===== config.mk =====
export PLATFORM = sky130hd
export DESIGN_NAME = lpmb_mailbox
export DESIGN_NICKNAME = d
export VERILOG_FILES = /design/src/hdl/lpmb_sync.v /design/src/hdl/lpmb_mailbox.v
export VERILOG_INCLUDE_DIRS = /design/src /design/src/hdl
export SDC_FILE = /design/constraint.sdc
export NUM_CORES = 1
export LEC_CHECK = 0
export BUFFER_PORTS_ARGS = -buffer_cell sky130_fd_sc_hd__buf_2
export CAP_MARGIN = 20
export CORE_MARGIN = 1.5
export CORE_UTILIZATION = 27
export DETAILED_ROUTE_END_ITERATION = 7
export SLEW_MARGIN = 20
export SYNTH_ARGS = -nofsm -noshare
export SYNTH_HDL_FRONTEND = slang
export SYNTH_SLANG_ARGS = --single-unit
export TNS_END_PERCENT = 100

===== constraint.sdc =====
create_clock -name sys_clk_i -period 3.9 [get_ports sys_clk_i]
set_clock_uncertainty 0.15 [all_clocks]
set_input_delay 0.39 -clock sys_clk_i [delete_from_list [all_inputs] [get_ports sys_clk_i]]
set_output_delay 0.39 -clock sys_clk_i [all_outputs]
set_load 0.01 [all_outputs]

===== src/hdl/lpmb_defines.vh =====
// constants for the lpc two-way mailbox block
`ifndef LPMB_DEFINES_VH
`define LPMB_DEFINES_VH
`define LPMB_CYC_IO_RD      4'h0
`define LPMB_CYC_IO_WR      4'h2
`define LPMB_ST_START       4'h0
`define LPMB_TAR_CYCLES     2'h2
`define LPMB_SYNC_READY     4'h0
`define LPMB_STR_SEL_OFS    4'h8
`define LPMB_SEL_INTERFACE_STATUS_3_BIT   7
`define LPMB_SEL_RESET      8'h03
`define LPMB_TWR_RESET      8'h00
`define LPMB_BASE_H_RESET   8'h00
`define LPMB_BASE_L_RESET   8'h00
`define LPMB_SLV_TWR_OFS    5'h00
`define LPMB_SLV_STR_OFS    5'h10
`define LPMB_SLV_SEL_OFS    5'h14
`define LPMB_SLV_BASEH_OFS  5'h15
`define LPMB_SLV_BASEL_OFS  5'h16
`define LPMB_SLV_RIGHTS_OFS 5'h17
`define LPMB_FLAG_HOST_OWN  0
`define LPMB_FLAG_SLV_OWN   1
`endif


===== src/hdl/lpmb_sync.v =====
// two flip-flop synchroniser bank
`timescale 1ns/1ps
`default_nettype none
module lpmb_sync #(
	parameter W = 6
) (
	input  wire         sys_clk_i,
	input  wire         rst_i,
	input  wire [W-1:0] async_i,
	output reg  [W-1:0] sync_o
);
	reg [W-1:0] meta_r;
	always @(posedge sys_clk_i) begin
		if (rst_i) begin
			meta_r <= {W{1'b0}};
			sync_o <= {W{1'b0}};
		end else begin
			meta_r <= async_i;
			sync_o <= meta_r;
		end
	end
endmodule
`default_nettype wire


===== src/hdl/lpmb_mailbox.v =====
// lpc two-way register mailbox, device side
// Overview of operation
// - sixteen byte mailboxes are read and written by both host and slave.
// - mailbox 0 has a host-written half and a slave-written half at one address.
// - both parties start writes to mailbox 0 and learn acceptance from status flags.
// - with host rights the host half is selected and slave writes are dropped.
// - with slave rights the slave half is selected and host writes are dropped.
// - the host register is chosen by io address against the channel 3 base.
// - io writes store the byte in the chosen mailbox and io reads return it.
// - all mailboxes including both halves of mailbox 0 reset to zero.
// - four status bytes report interface state and are readable by host io reads.
// - status 3 upper nibble is software bits only when select bit 7 is 1 and enable is 0.
// - each frame select bit sets the serial irq idle and asserted drive.
// - select resets to 0x03 and is reachable from the slave only.
`timescale 1ns/1ps
`default_nettype none
`include "lpmb_defines.vh"
module lpmb_mailbox (
	input  wire       sys_clk_i,
	input  wire       rst_i,
	input  wire       lclk_i,
	input  wire       lframe_n_i,
	input  wire [3:0] lad_i,
	output reg  [3:0] lad_o,
	output reg        lad_oe_o,
	input  wire [6:0] irq_req_i,
	output reg        serirq_o,
	output reg        serirq_oe_o,
	input  wire [6:0] irq_slot_i,
	input  wire       slv_wr_i,
	input  wire       slv_rd_i,
	input  wire [4:0] slv_addr_i,
	input  wire [7:0] slv_wdata_i,
	output reg  [7:0] slv_rdata_o,
	output reg        host_wr_o
);
	localparam S_IDLE = 6'b000001, S_CYC = 6'b000010, S_ADDR = 6'b000100;
	localparam S_DATA = 6'b001000, S_TAR = 6'b010000, S_RESP = 6'b100000;
	wire [5:0] sy;
	lpmb_sync #(.W(6)) u_sync (
		.sys_clk_i(sys_clk_i),
		.rst_i    (rst_i),
		.async_i  ({lclk_i, lframe_n_i, lad_i}),
		.sync_o   (sy)
	);
	reg        lclk_d_r;
	reg [5:0]  st_r;
	reg [3:0]  cnt_r;
	reg        is_wr_r;
	reg [15:0] addr_r;
	reg [7:0]  data_r;
	reg [7:0]  twr_r [1:15];
	reg [7:0]  h2s0_r;
	reg [7:0]  s2h0_r;
	reg        host_own_r;
	reg        slv_own_r;
	reg [7:0]  sel_r;
	reg [7:0]  base_h_r;
	reg [7:0]  base_l_r;
	reg [3:0]  interface_status_3_sw_r;
	reg [7:0]  rd_byte_r;
	integer    i;
	wire       rise = sy[5] & ~lclk_d_r;
	wire [3:0] ld = sy[3:0];
	wire       fr_n = sy[4];
	wire       twr_en = base_l_r[0];
	// base match ignoring low 5 bits
	function hit;
		input [15:0] a;
		input [15:0] b;
		begin
			hit = (a[15:5] == b[15:5]);
		end
	endfunction
	wire [15:0] base = {base_h_r, base_l_r[7:5], 5'h00};
	wire        h_hit = hit(addr_r, base);
	wire        h_str = addr_r[4];
	wire [3:0]  h_idx = addr_r[3:0];
	// edge gated: a write held a whole link clock could win rights late
	wire        h_wr_s = rise && fr_n && (st_r == S_TAR) && (cnt_r == 4'h0)
	                     && is_wr_r && h_hit;
	wire        h_wr0 = h_wr_s && !h_str && (h_idx == 4'h0);
	wire        s_wr0 = slv_wr_i && (slv_addr_i == `LPMB_SLV_TWR_OFS);
	// status bytes, 3 upper nibble per select
	wire [7:0] str1 = {6'h00, slv_own_r, host_own_r};
	wire [7:0] str2 = {4'h0, host_wr_o, is_wr_r, 2'h0};
	wire [3:0] interface_status_3_hi = (sel_r[`LPMB_SEL_INTERFACE_STATUS_3_BIT] && !twr_en) ? interface_status_3_sw_r
	                     : {host_own_r, slv_own_r, twr_en, 1'b0};
	wire [7:0] interface_status_3 = {interface_status_3_hi, 4'h0};
	wire [7:0] str4 = 8'h00;
	wire [7:0] host_view0 = host_own_r ? h2s0_r : s2h0_r;
	wire [7:0] slv_view0  = slv_own_r  ? s2h0_r : h2s0_r;
	always @* begin
		rd_byte_r = 8'h00;
		if (!h_str) begin
			rd_byte_r = (h_idx == 4'h0) ? host_view0 : twr_r[h_idx];
		end else if (h_idx[3:2] == 2'h2) begin
			case (h_idx[1:0])
				2'h0: rd_byte_r = str1;
				2'h1: rd_byte_r = str2;
				2'h2: rd_byte_r = interface_status_3;
				default: rd_byte_r = str4;
			endcase
		end
	end
	always @(posedge sys_clk_i) begin
		if (rst_i) begin
			lclk_d_r <= 1'b0;
			st_r     <= S_IDLE;
			cnt_r    <= 4'h0;
			is_wr_r  <= 1'b0;
			addr_r   <= 16'h0000;
			data_r   <= 8'h00;
			lad_o    <= 4'h0;
			lad_oe_o <= 1'b0;
			host_wr_o <= 1'b0;
		end else begin
			lclk_d_r  <= sy[5];
			host_wr_o <= 1'b0;
			if (rise) begin
				if (!fr_n) begin
					st_r     <= (ld == `LPMB_ST_START) ? S_CYC : S_IDLE;
					lad_oe_o <= 1'b0;
				end else begin
					case (st_r)
						S_CYC: begin
							is_wr_r <= (ld == `LPMB_CYC_IO_WR);
							st_r <= (ld == `LPMB_CYC_IO_WR || ld == `LPMB_CYC_IO_RD)
							        ? S_ADDR : S_IDLE;
							cnt_r <= 4'h0;
						end
						S_ADDR: begin
							addr_r <= {addr_r[11:0], ld};
							cnt_r  <= cnt_r + 4'h1;
							if (cnt_r == 4'h3) begin
								cnt_r <= 4'h0;
								st_r  <= is_wr_r ? S_DATA : S_TAR;
							end
						end
						S_DATA: begin
							// low nibble first on the wire
							data_r <= {ld, data_r[7:4]};
							cnt_r  <= cnt_r + 4'h1;
							if (cnt_r == 4'h1) begin
								cnt_r <= 4'h0;
								st_r  <= S_TAR;
							end
						end
						S_TAR: begin
							cnt_r <= cnt_r + 4'h1;
							if (cnt_r == 4'h0 && is_wr_r && h_hit)
								host_wr_o <= 1'b1;
							if (cnt_r == {2'h0, `LPMB_TAR_CYCLES} - 4'h1) begin
								cnt_r <= 4'h0;
								st_r  <= h_hit ? S_RESP : S_IDLE;
								if (!is_wr_r)
									data_r <= rd_byte_r;
							end
						end
						S_RESP: begin
							lad_oe_o <= 1'b1;
							cnt_r    <= cnt_r + 4'h1;
							case (cnt_r)
								4'h0: lad_o <= `LPMB_SYNC_READY;
								4'h1: lad_o <= is_wr_r ? 4'hf : data_r[3:0];
								4'h2: lad_o <= is_wr_r ? 4'hf : data_r[7:4];
								default: lad_o <= 4'hf;
							endcase
							if ((is_wr_r && cnt_r == 4'h2) || cnt_r == 4'h4) begin
								lad_oe_o <= 1'b0;
								st_r     <= S_IDLE;
							end
						end
						default: st_r <= S_IDLE;
					endcase
				end
			end
		end
	end
	// mailbox storage and rights arbitration
	always @(posedge sys_clk_i) begin
		if (rst_i) begin
			for (i = 1; i < 16; i = i + 1)
				twr_r[i] <= `LPMB_TWR_RESET;
			h2s0_r     <= `LPMB_TWR_RESET;
			s2h0_r     <= `LPMB_TWR_RESET;
			host_own_r <= 1'b0;
			slv_own_r  <= 1'b0;
			sel_r      <= `LPMB_SEL_RESET;
			base_h_r   <= `LPMB_BASE_H_RESET;
			base_l_r   <= `LPMB_BASE_L_RESET;
			interface_status_3_sw_r  <= 4'h0;
		end else begin
			// host wins tie, first writer owns
			if (h_wr0 && !slv_own_r) begin
				h2s0_r     <= data_r;
				host_own_r <= 1'b1;
			end else if (s_wr0 && !host_own_r) begin
				s2h0_r    <= slv_wdata_i;
				slv_own_r <= 1'b1;
			end
			// slave clears rights flags to reopen
			if (slv_wr_i && slv_addr_i == `LPMB_SLV_RIGHTS_OFS) begin
				if (slv_wdata_i[`LPMB_FLAG_HOST_OWN] && !h_wr0)
					host_own_r <= 1'b0;
				if (slv_wdata_i[`LPMB_FLAG_SLV_OWN] && !s_wr0)
					slv_own_r <= 1'b0;
			end
			if (h_wr_s && !h_str && h_idx != 4'h0)
				twr_r[h_idx] <= data_r;
			if (slv_wr_i) begin
				if (slv_addr_i[4] == 1'b0 && slv_addr_i[3:0] != 4'h0)
					twr_r[slv_addr_i[3:0]] <= slv_wdata_i;
				else if (slv_addr_i == `LPMB_SLV_SEL_OFS)
					sel_r <= slv_wdata_i;
				else if (slv_addr_i == `LPMB_SLV_BASEH_OFS)
					base_h_r <= slv_wdata_i;
				else if (slv_addr_i == `LPMB_SLV_BASEL_OFS)
					base_l_r <= slv_wdata_i;
				else if (slv_addr_i == `LPMB_SLV_STR_OFS + 5'h02)
					interface_status_3_sw_r <= slv_wdata_i[7:4];
			end
		end
	end
	// slave read port, registered
	always @(posedge sys_clk_i) begin
		if (rst_i) begin
			slv_rdata_o <= 8'h00;
		end else if (slv_rd_i) begin
			if (slv_addr_i[4] == 1'b0)
				slv_rdata_o <= (slv_addr_i[3:0] == 4'h0) ? slv_view0
				               : twr_r[slv_addr_i[3:0]];
			else if (slv_addr_i == `LPMB_SLV_STR_OFS)
				slv_rdata_o <= str1;
			else if (slv_addr_i == `LPMB_SLV_STR_OFS + 5'h01)
				slv_rdata_o <= str2;
			else if (slv_addr_i == `LPMB_SLV_STR_OFS + 5'h02)
				slv_rdata_o <= interface_status_3;
			else if (slv_addr_i == `LPMB_SLV_SEL_OFS)
				slv_rdata_o <= sel_r;
			else if (slv_addr_i == `LPMB_SLV_BASEH_OFS)
				slv_rdata_o <= base_h_r;
			else if (slv_addr_i == `LPMB_SLV_BASEL_OFS)
				slv_rdata_o <= base_l_r;
			else if (slv_addr_i == `LPMB_SLV_RIGHTS_OFS)
				slv_rdata_o <= str1;
			else
				slv_rdata_o <= 8'h00;
		end
	end
	// serial irq drive per polarity; slot framing is left to the caller
	always @(posedge sys_clk_i) begin
		if (rst_i) begin
			serirq_o    <= 1'b0;
			serirq_oe_o <= 1'b0;
		end else begin
			serirq_o    <= 1'b0;
			serirq_oe_o <= |(irq_slot_i & (irq_req_i ^ sel_r[6:0]));
		end
	end
endmodule
`default_nettype wire


# ---- Yosys cells after proc, flatten, opt, wreduce, memory -nomap -nowiden
# Memories as Yosys holds them, arrays and structs flattened. A register that Yosys moved wholly into a read port is not among the register bits.
# Cells that the tools add are included.
dict set report word_totals {
  reg_bits 109
  word_cells 181
  mem_count 1
  mem_bits_rw 120
}
# memory depth word_bits read_ports rd_clocked_by_memory_dff wr line
set memory_table {}
lappend memory_table {twr_r 15 8 2 1 15 lpmb_mailbox.v:52} ;# reg [7:0] twr_r [1:15];
dict set report classes {
  n_bitwise 13
  n_mux 63
  eq_ne 28
  n_addsub 1
  n_reduce_logical 54
}
# cell count
set ops {}
lappend ops {{8-bit 2-to-1 mux} 17}
lappend ops {{4-bit 2-to-1 mux} 9}
lappend ops {{6-bit 2-to-1 mux} 6}
lappend ops {{5-bit == test, second input constant} 7}
lappend ops {{6-bit one-hot mux with 5 select lines} 1}
lappend ops {{8-bit one-hot mux with 3 select lines} 1}
lappend ops {{1-bit 2-to-1 mux} 22}
lappend ops {{1-bit logical AND} 19}
lappend ops {{4-bit logical NOT} 4}
lappend ops {{4-bit one-hot mux with 4 select lines} 1}
lappend ops {{8-bit one-hot mux with 2 select lines} 1}
lappend ops {{8-bit OR reduction} 2}
lappend ops {{3-bit AND reduction} 5}
lappend ops {{5-bit AND reduction} 3}
lappend ops {{4-bit by 2-bit == test with 1-bit output, second input constant} 3}
lappend ops {{3-bit != test, second input constant} 4}
lappend ops {{4-bit one-hot mux with 3 select lines} 1}
lappend ops {{4-bit nonzero test} 3}
lappend ops {{11-bit == test} 1}
lappend ops {{1-bit NOT} 10}
lappend ops {{7-bit AND} 1}
lappend ops {{7-bit OR reduction} 1}
lappend ops {{7-bit XOR} 1}
lappend ops {{6-bit by 2-bit == test with 1-bit output, second input constant} 1}
lappend ops {{other kinds (25)} 35}

# ---- Logic depth before layout (Yosys ltp)
dict set report logic_depth {
  depth_word 14
  mapped_depth 9
}

# ---- By module
# From an unflattened synthesis, not the netlist that was laid out.
dict set report unflattened {
  cells_unflattened 1180
  hier_area_um2 13568.0
}
# mod seq_area_each_um2 cells_each area_each_um2 instances
set modules_own_cells {}
lappend modules_own_cells {lpmb_mailbox 5865.6 1155 13201.4 1}
lappend modules_own_cells {lpmb_sync 240.2 25 366.6 1}

# ---- Worst setup path before layout
# OpenSTA, ideal clock, no wires.
dict set report synth_path {
  kind {register to register}
  start {register cnt_r[0]}
  end {memory twr_r[12][0], enable pin}
  slack_ps 779
  setup_ps 384
  stages_incl_launch_ff 9
  arrival_time_ps 2587
  path_cell_list {dfxtp_1 -> inv_1 -> ha_1 -> nor4bb_1 -> nand3_2 -> or4_4 -> buf_6 -> buf_6 -> o21ai_0}
}
# item line
set synth_rtl {}
lappend synth_rtl {{from (decl)} lpmb_mailbox.v:48} ;# reg [3:0] cnt_r;
lappend synth_rtl {{from (signal assigned)} lpmb_mailbox.v:134} ;# cnt_r <= cnt_r + 4'h1;
lappend synth_rtl {{from (signal assigned)} lpmb_mailbox.v:143} ;# cnt_r <= cnt_r + 4'h1;
lappend synth_rtl {{from (signal assigned)} lpmb_mailbox.v:150} ;# cnt_r <= cnt_r + 4'h1;
lappend synth_rtl {{to (decl)} lpmb_mailbox.v:52}

==> results.py <==
metrics = {
    "die": {
        "initial_core_util": 0.274,
        "die_height_um": 226,
        "die_w_um": 226,
        "ios": 53,
        "core_area_um2": 49100,
        "rows": 81,
        "dieArea_um2": 51200,
    },
    "cells_and_area": {
        "multi_input_area_um2": 6790,
        "seqCellArea_um2": 6110,
        "mostFrequentLayoutCells": "nand2_1, edfxtp_1, dfxtp_1",
        "syn_to_final_growth_pct": 15.1,
        "num-nets-final": 1350,
        "finalNonFillerCells": 1995,
        "finish.utilization": 0.316,
        "fillerInstances": 5023,
        "design_area_um2": 15500,
        "layout_commonest_cell": "nand2_1",
        "drive_gt1_frac": 0.205,
    },
    "setup_path": {
        "crit_path_max_fanout": 8,
        "critPathKind": "reg2reg",
        "cp.required_ps": 3920,
        "startpoint_type": "register",
        "crit_arrival_ps": 3490,
        "cp-end-kind": "register",
    },
    "synthesis": {
        "synth_top_area_share": 0.286,
        "yosysWarnings": 0,
        "synth_edf_count": 128,
        "synthTopCellsByArea": "edfxtp_1, dfxtp_1, mux4_2",
        "yosysTopAreaCell": "edfxtp_1",
        "synth_flop_cell": "edfxtp_1",
        "synth_seq_area_share": 0.454,
        "synth_cells": 1286,
        "netlist_area_um2": 13500,
        "synth_cell_types": 80,
        "synthArstFlopShare": 0,
        "ys_ff_latch": 241,
        "syn_avg_cell_area_um2": 10.5,
    },
    "clock_tree": {
        "clock_latency_ps": 560,
        "cts.path.max_buffers": 3,
        "cts_resized": 0,
        "numCtsBuffers": 28,
        "clkTransAtPathRegs_ps": 60,
        "cts_sinks": 241,
        "cts_root_buf": "clkbuf_16",
        "h-tree-depth": 1,
        "postCtsSetupRepairBufs": 0,
        "cts_tree": "built",
    },
    "power": {
        "p_int_mw": 4.65,
        "power.share.clock": 0.466,
        "power.share.switching": 0.238,
        "peakVddDrop_mv": 0.355,
        "finalPower_mw": 6.10,
        "seqPwrFrac": 0.461,
        "power_density_nw_per_um2": 394,
        "pwr-share-comb": 0.073,
        "cellLeakagePower_nw": 4.98,
        "p_switching_mw": 1.45,
    },
    "grt": {
        "grt_pass1_vias": 10500,
        "grt_pass1_wl_um": 68300,
        "antenna_found_initial": 2,
        "grt_overflow_total": 0,
        "track_usage": 0.178,
        "grt_max_degree": 67,
    },
    "timing": {
        "worst_slack_ps": 433,
        "maxSlewViolCount": 0,
        "tightest_slew_ps": 1040,
        "hold_viol": 0,
        "fmax_mhz": 288,
        "post-route-period-util": 0.889,
        "rsz0062_at_grt": "false",
        "setup_viol": 0,
        "finalCriticalPeriod_ps": 3470,
        "holdWs_ps": 74.7,
        "tns_ps": 0,
        "max-slew-margin-rel": 0.296,
    },
    "detailed_routing": {
        "dr.pass1.iters": 8,
        "routed_wirelength_um": 46200,
        "viasPerCell": 5.51,
        "ant_nets": 0,
        "routedWlPerCell_um": 23.2,
        "routed-via-count": 11000,
        "first_iter_violations": 1422,
        "drc_errors": 0,
    },
    "worst_hold_path": {
        "min_path_type": "in2reg",
    },
    "placement": {
        "placed_cells": 1934,
        "io_buffers": 51,
        "dp_hpwl_um": 32400,
        "post-place-ws_ps": 503,
        "dpl_cell_area_um2": 14400,
        "globalplace.congestion": 0.946,
    },
    "outcome": {
        "status": "completed",
    },
    "flow_run": {
        "cap_violations": 0,
    },
}
synth_stat cells, drive strengths merged, types with 4 or more instances:
cell	instances
nor3	13
o22ai	5
o21ai	44
nor4	6
nand3	28
a22oi	8
ha	4
clkbuf	86
nand2b	12
nor3b	5
a211o	4
a31oi	7
a221oi	6
dfxtp	113
xor2	11
mux4	69
edfxtp	128
nor2	91
mux2i	52
nand4	8
o31ai	97
nand3b	6
o221ai	5
or3	5
a21oi	64
mux2	6
a22o	30
a211oi	13
buf	42
inv	9
o211ai	6
nor2b	25
nand2	220
and2	6
xnor2	12
critical path, stage by stage, from the launching register on:
cell	delay, ps
dfxtp_1	340
inv_1	110
ha_1	190
nor4bb_1	650
nand3_2	240
or4_4	570
o21ai_0	840
routing by layer:
| layer | up-vias | GRT usage | share of wire |
|---|---|---|---|
| li1 | 4855 | - | - |
| met1 | 5439 | 0.238 | 0.41 |
| met2 | 596 | 0.288 | 0.46 |
| met3 | 92 | 0.0260 | 0.086 |
| met4 | 2 | 0.0772 | 0.043 |
| met5 | - | 0 | 0.00028 |
what timing repair did:
action | in CTS | in global routing
setup endpoints to repair | 0 | 0
hold buffers | 9 | 0
endpoints found under the hold margin | 7 | 0
registers in the layout, summed over array words and instances, names as in the netlist, 8 cells and up, named ones only:
signal	count
sel_r	8
twr_r	128
addr_r	16
slv_rdata_o	8
s2h0_r	8
h2s0_r	8
data_r	8
base_l_r	8
base_h_r	8
worst paths after layout:
check	endpoint	slack, ps	startpoint	cells past startpoint
worst max-delay path	twr_r[12][5]	430	cnt_r[1]	6
worst min-delay path	st_r[2]	70	rst_i	2
worst max register to register	twr_r[12][5]	430	cnt_r[1]	6
worst min register to register	u_sync.sync_o[1]	280	u_sync.meta_r[1]	1
cell families after synthesis:
kind of cell    after synthesis  share of synthesized area
simple gates                443                      0.157
mux                         127                      0.159
buf+inv                     138                     0.0446
fa+ha+maj                     4                    0.00372
other cells                   1                   0.000279
flops                       241                      0.454
xor+xnor                     23                     0.0150
compound gates              309                      0.167
layout make-up:
class | count | area share
Timing Repair Buffer | 113 | 0.0481
Clock inverter | 16 | 0.0140
Multi-Input combinational cell | 915 | 0.438
Tap cell | 664 | 0.0536
Clock buffer | 35 | 0.0496
Inverter | 10 | 0.00242
Sequential cell | 241 | 0.394
Antenna cell | 1 | 0.000161
power groups by stage:
stage / registers (mW) / logic [mW] / clock network (mW)
finish: 2.81 / 0.444 / 2.85
detailed placement: 2.86 / 0.428 / 0
global placement: 2.86 / 0.424 / 0
CTS: 2.81 / 0.437 / 2.88
global route: 2.82 / 0.465 / 2.97
floorplan: 2.83 / 0.278 / 0
(Power assumes the default switching activity.)
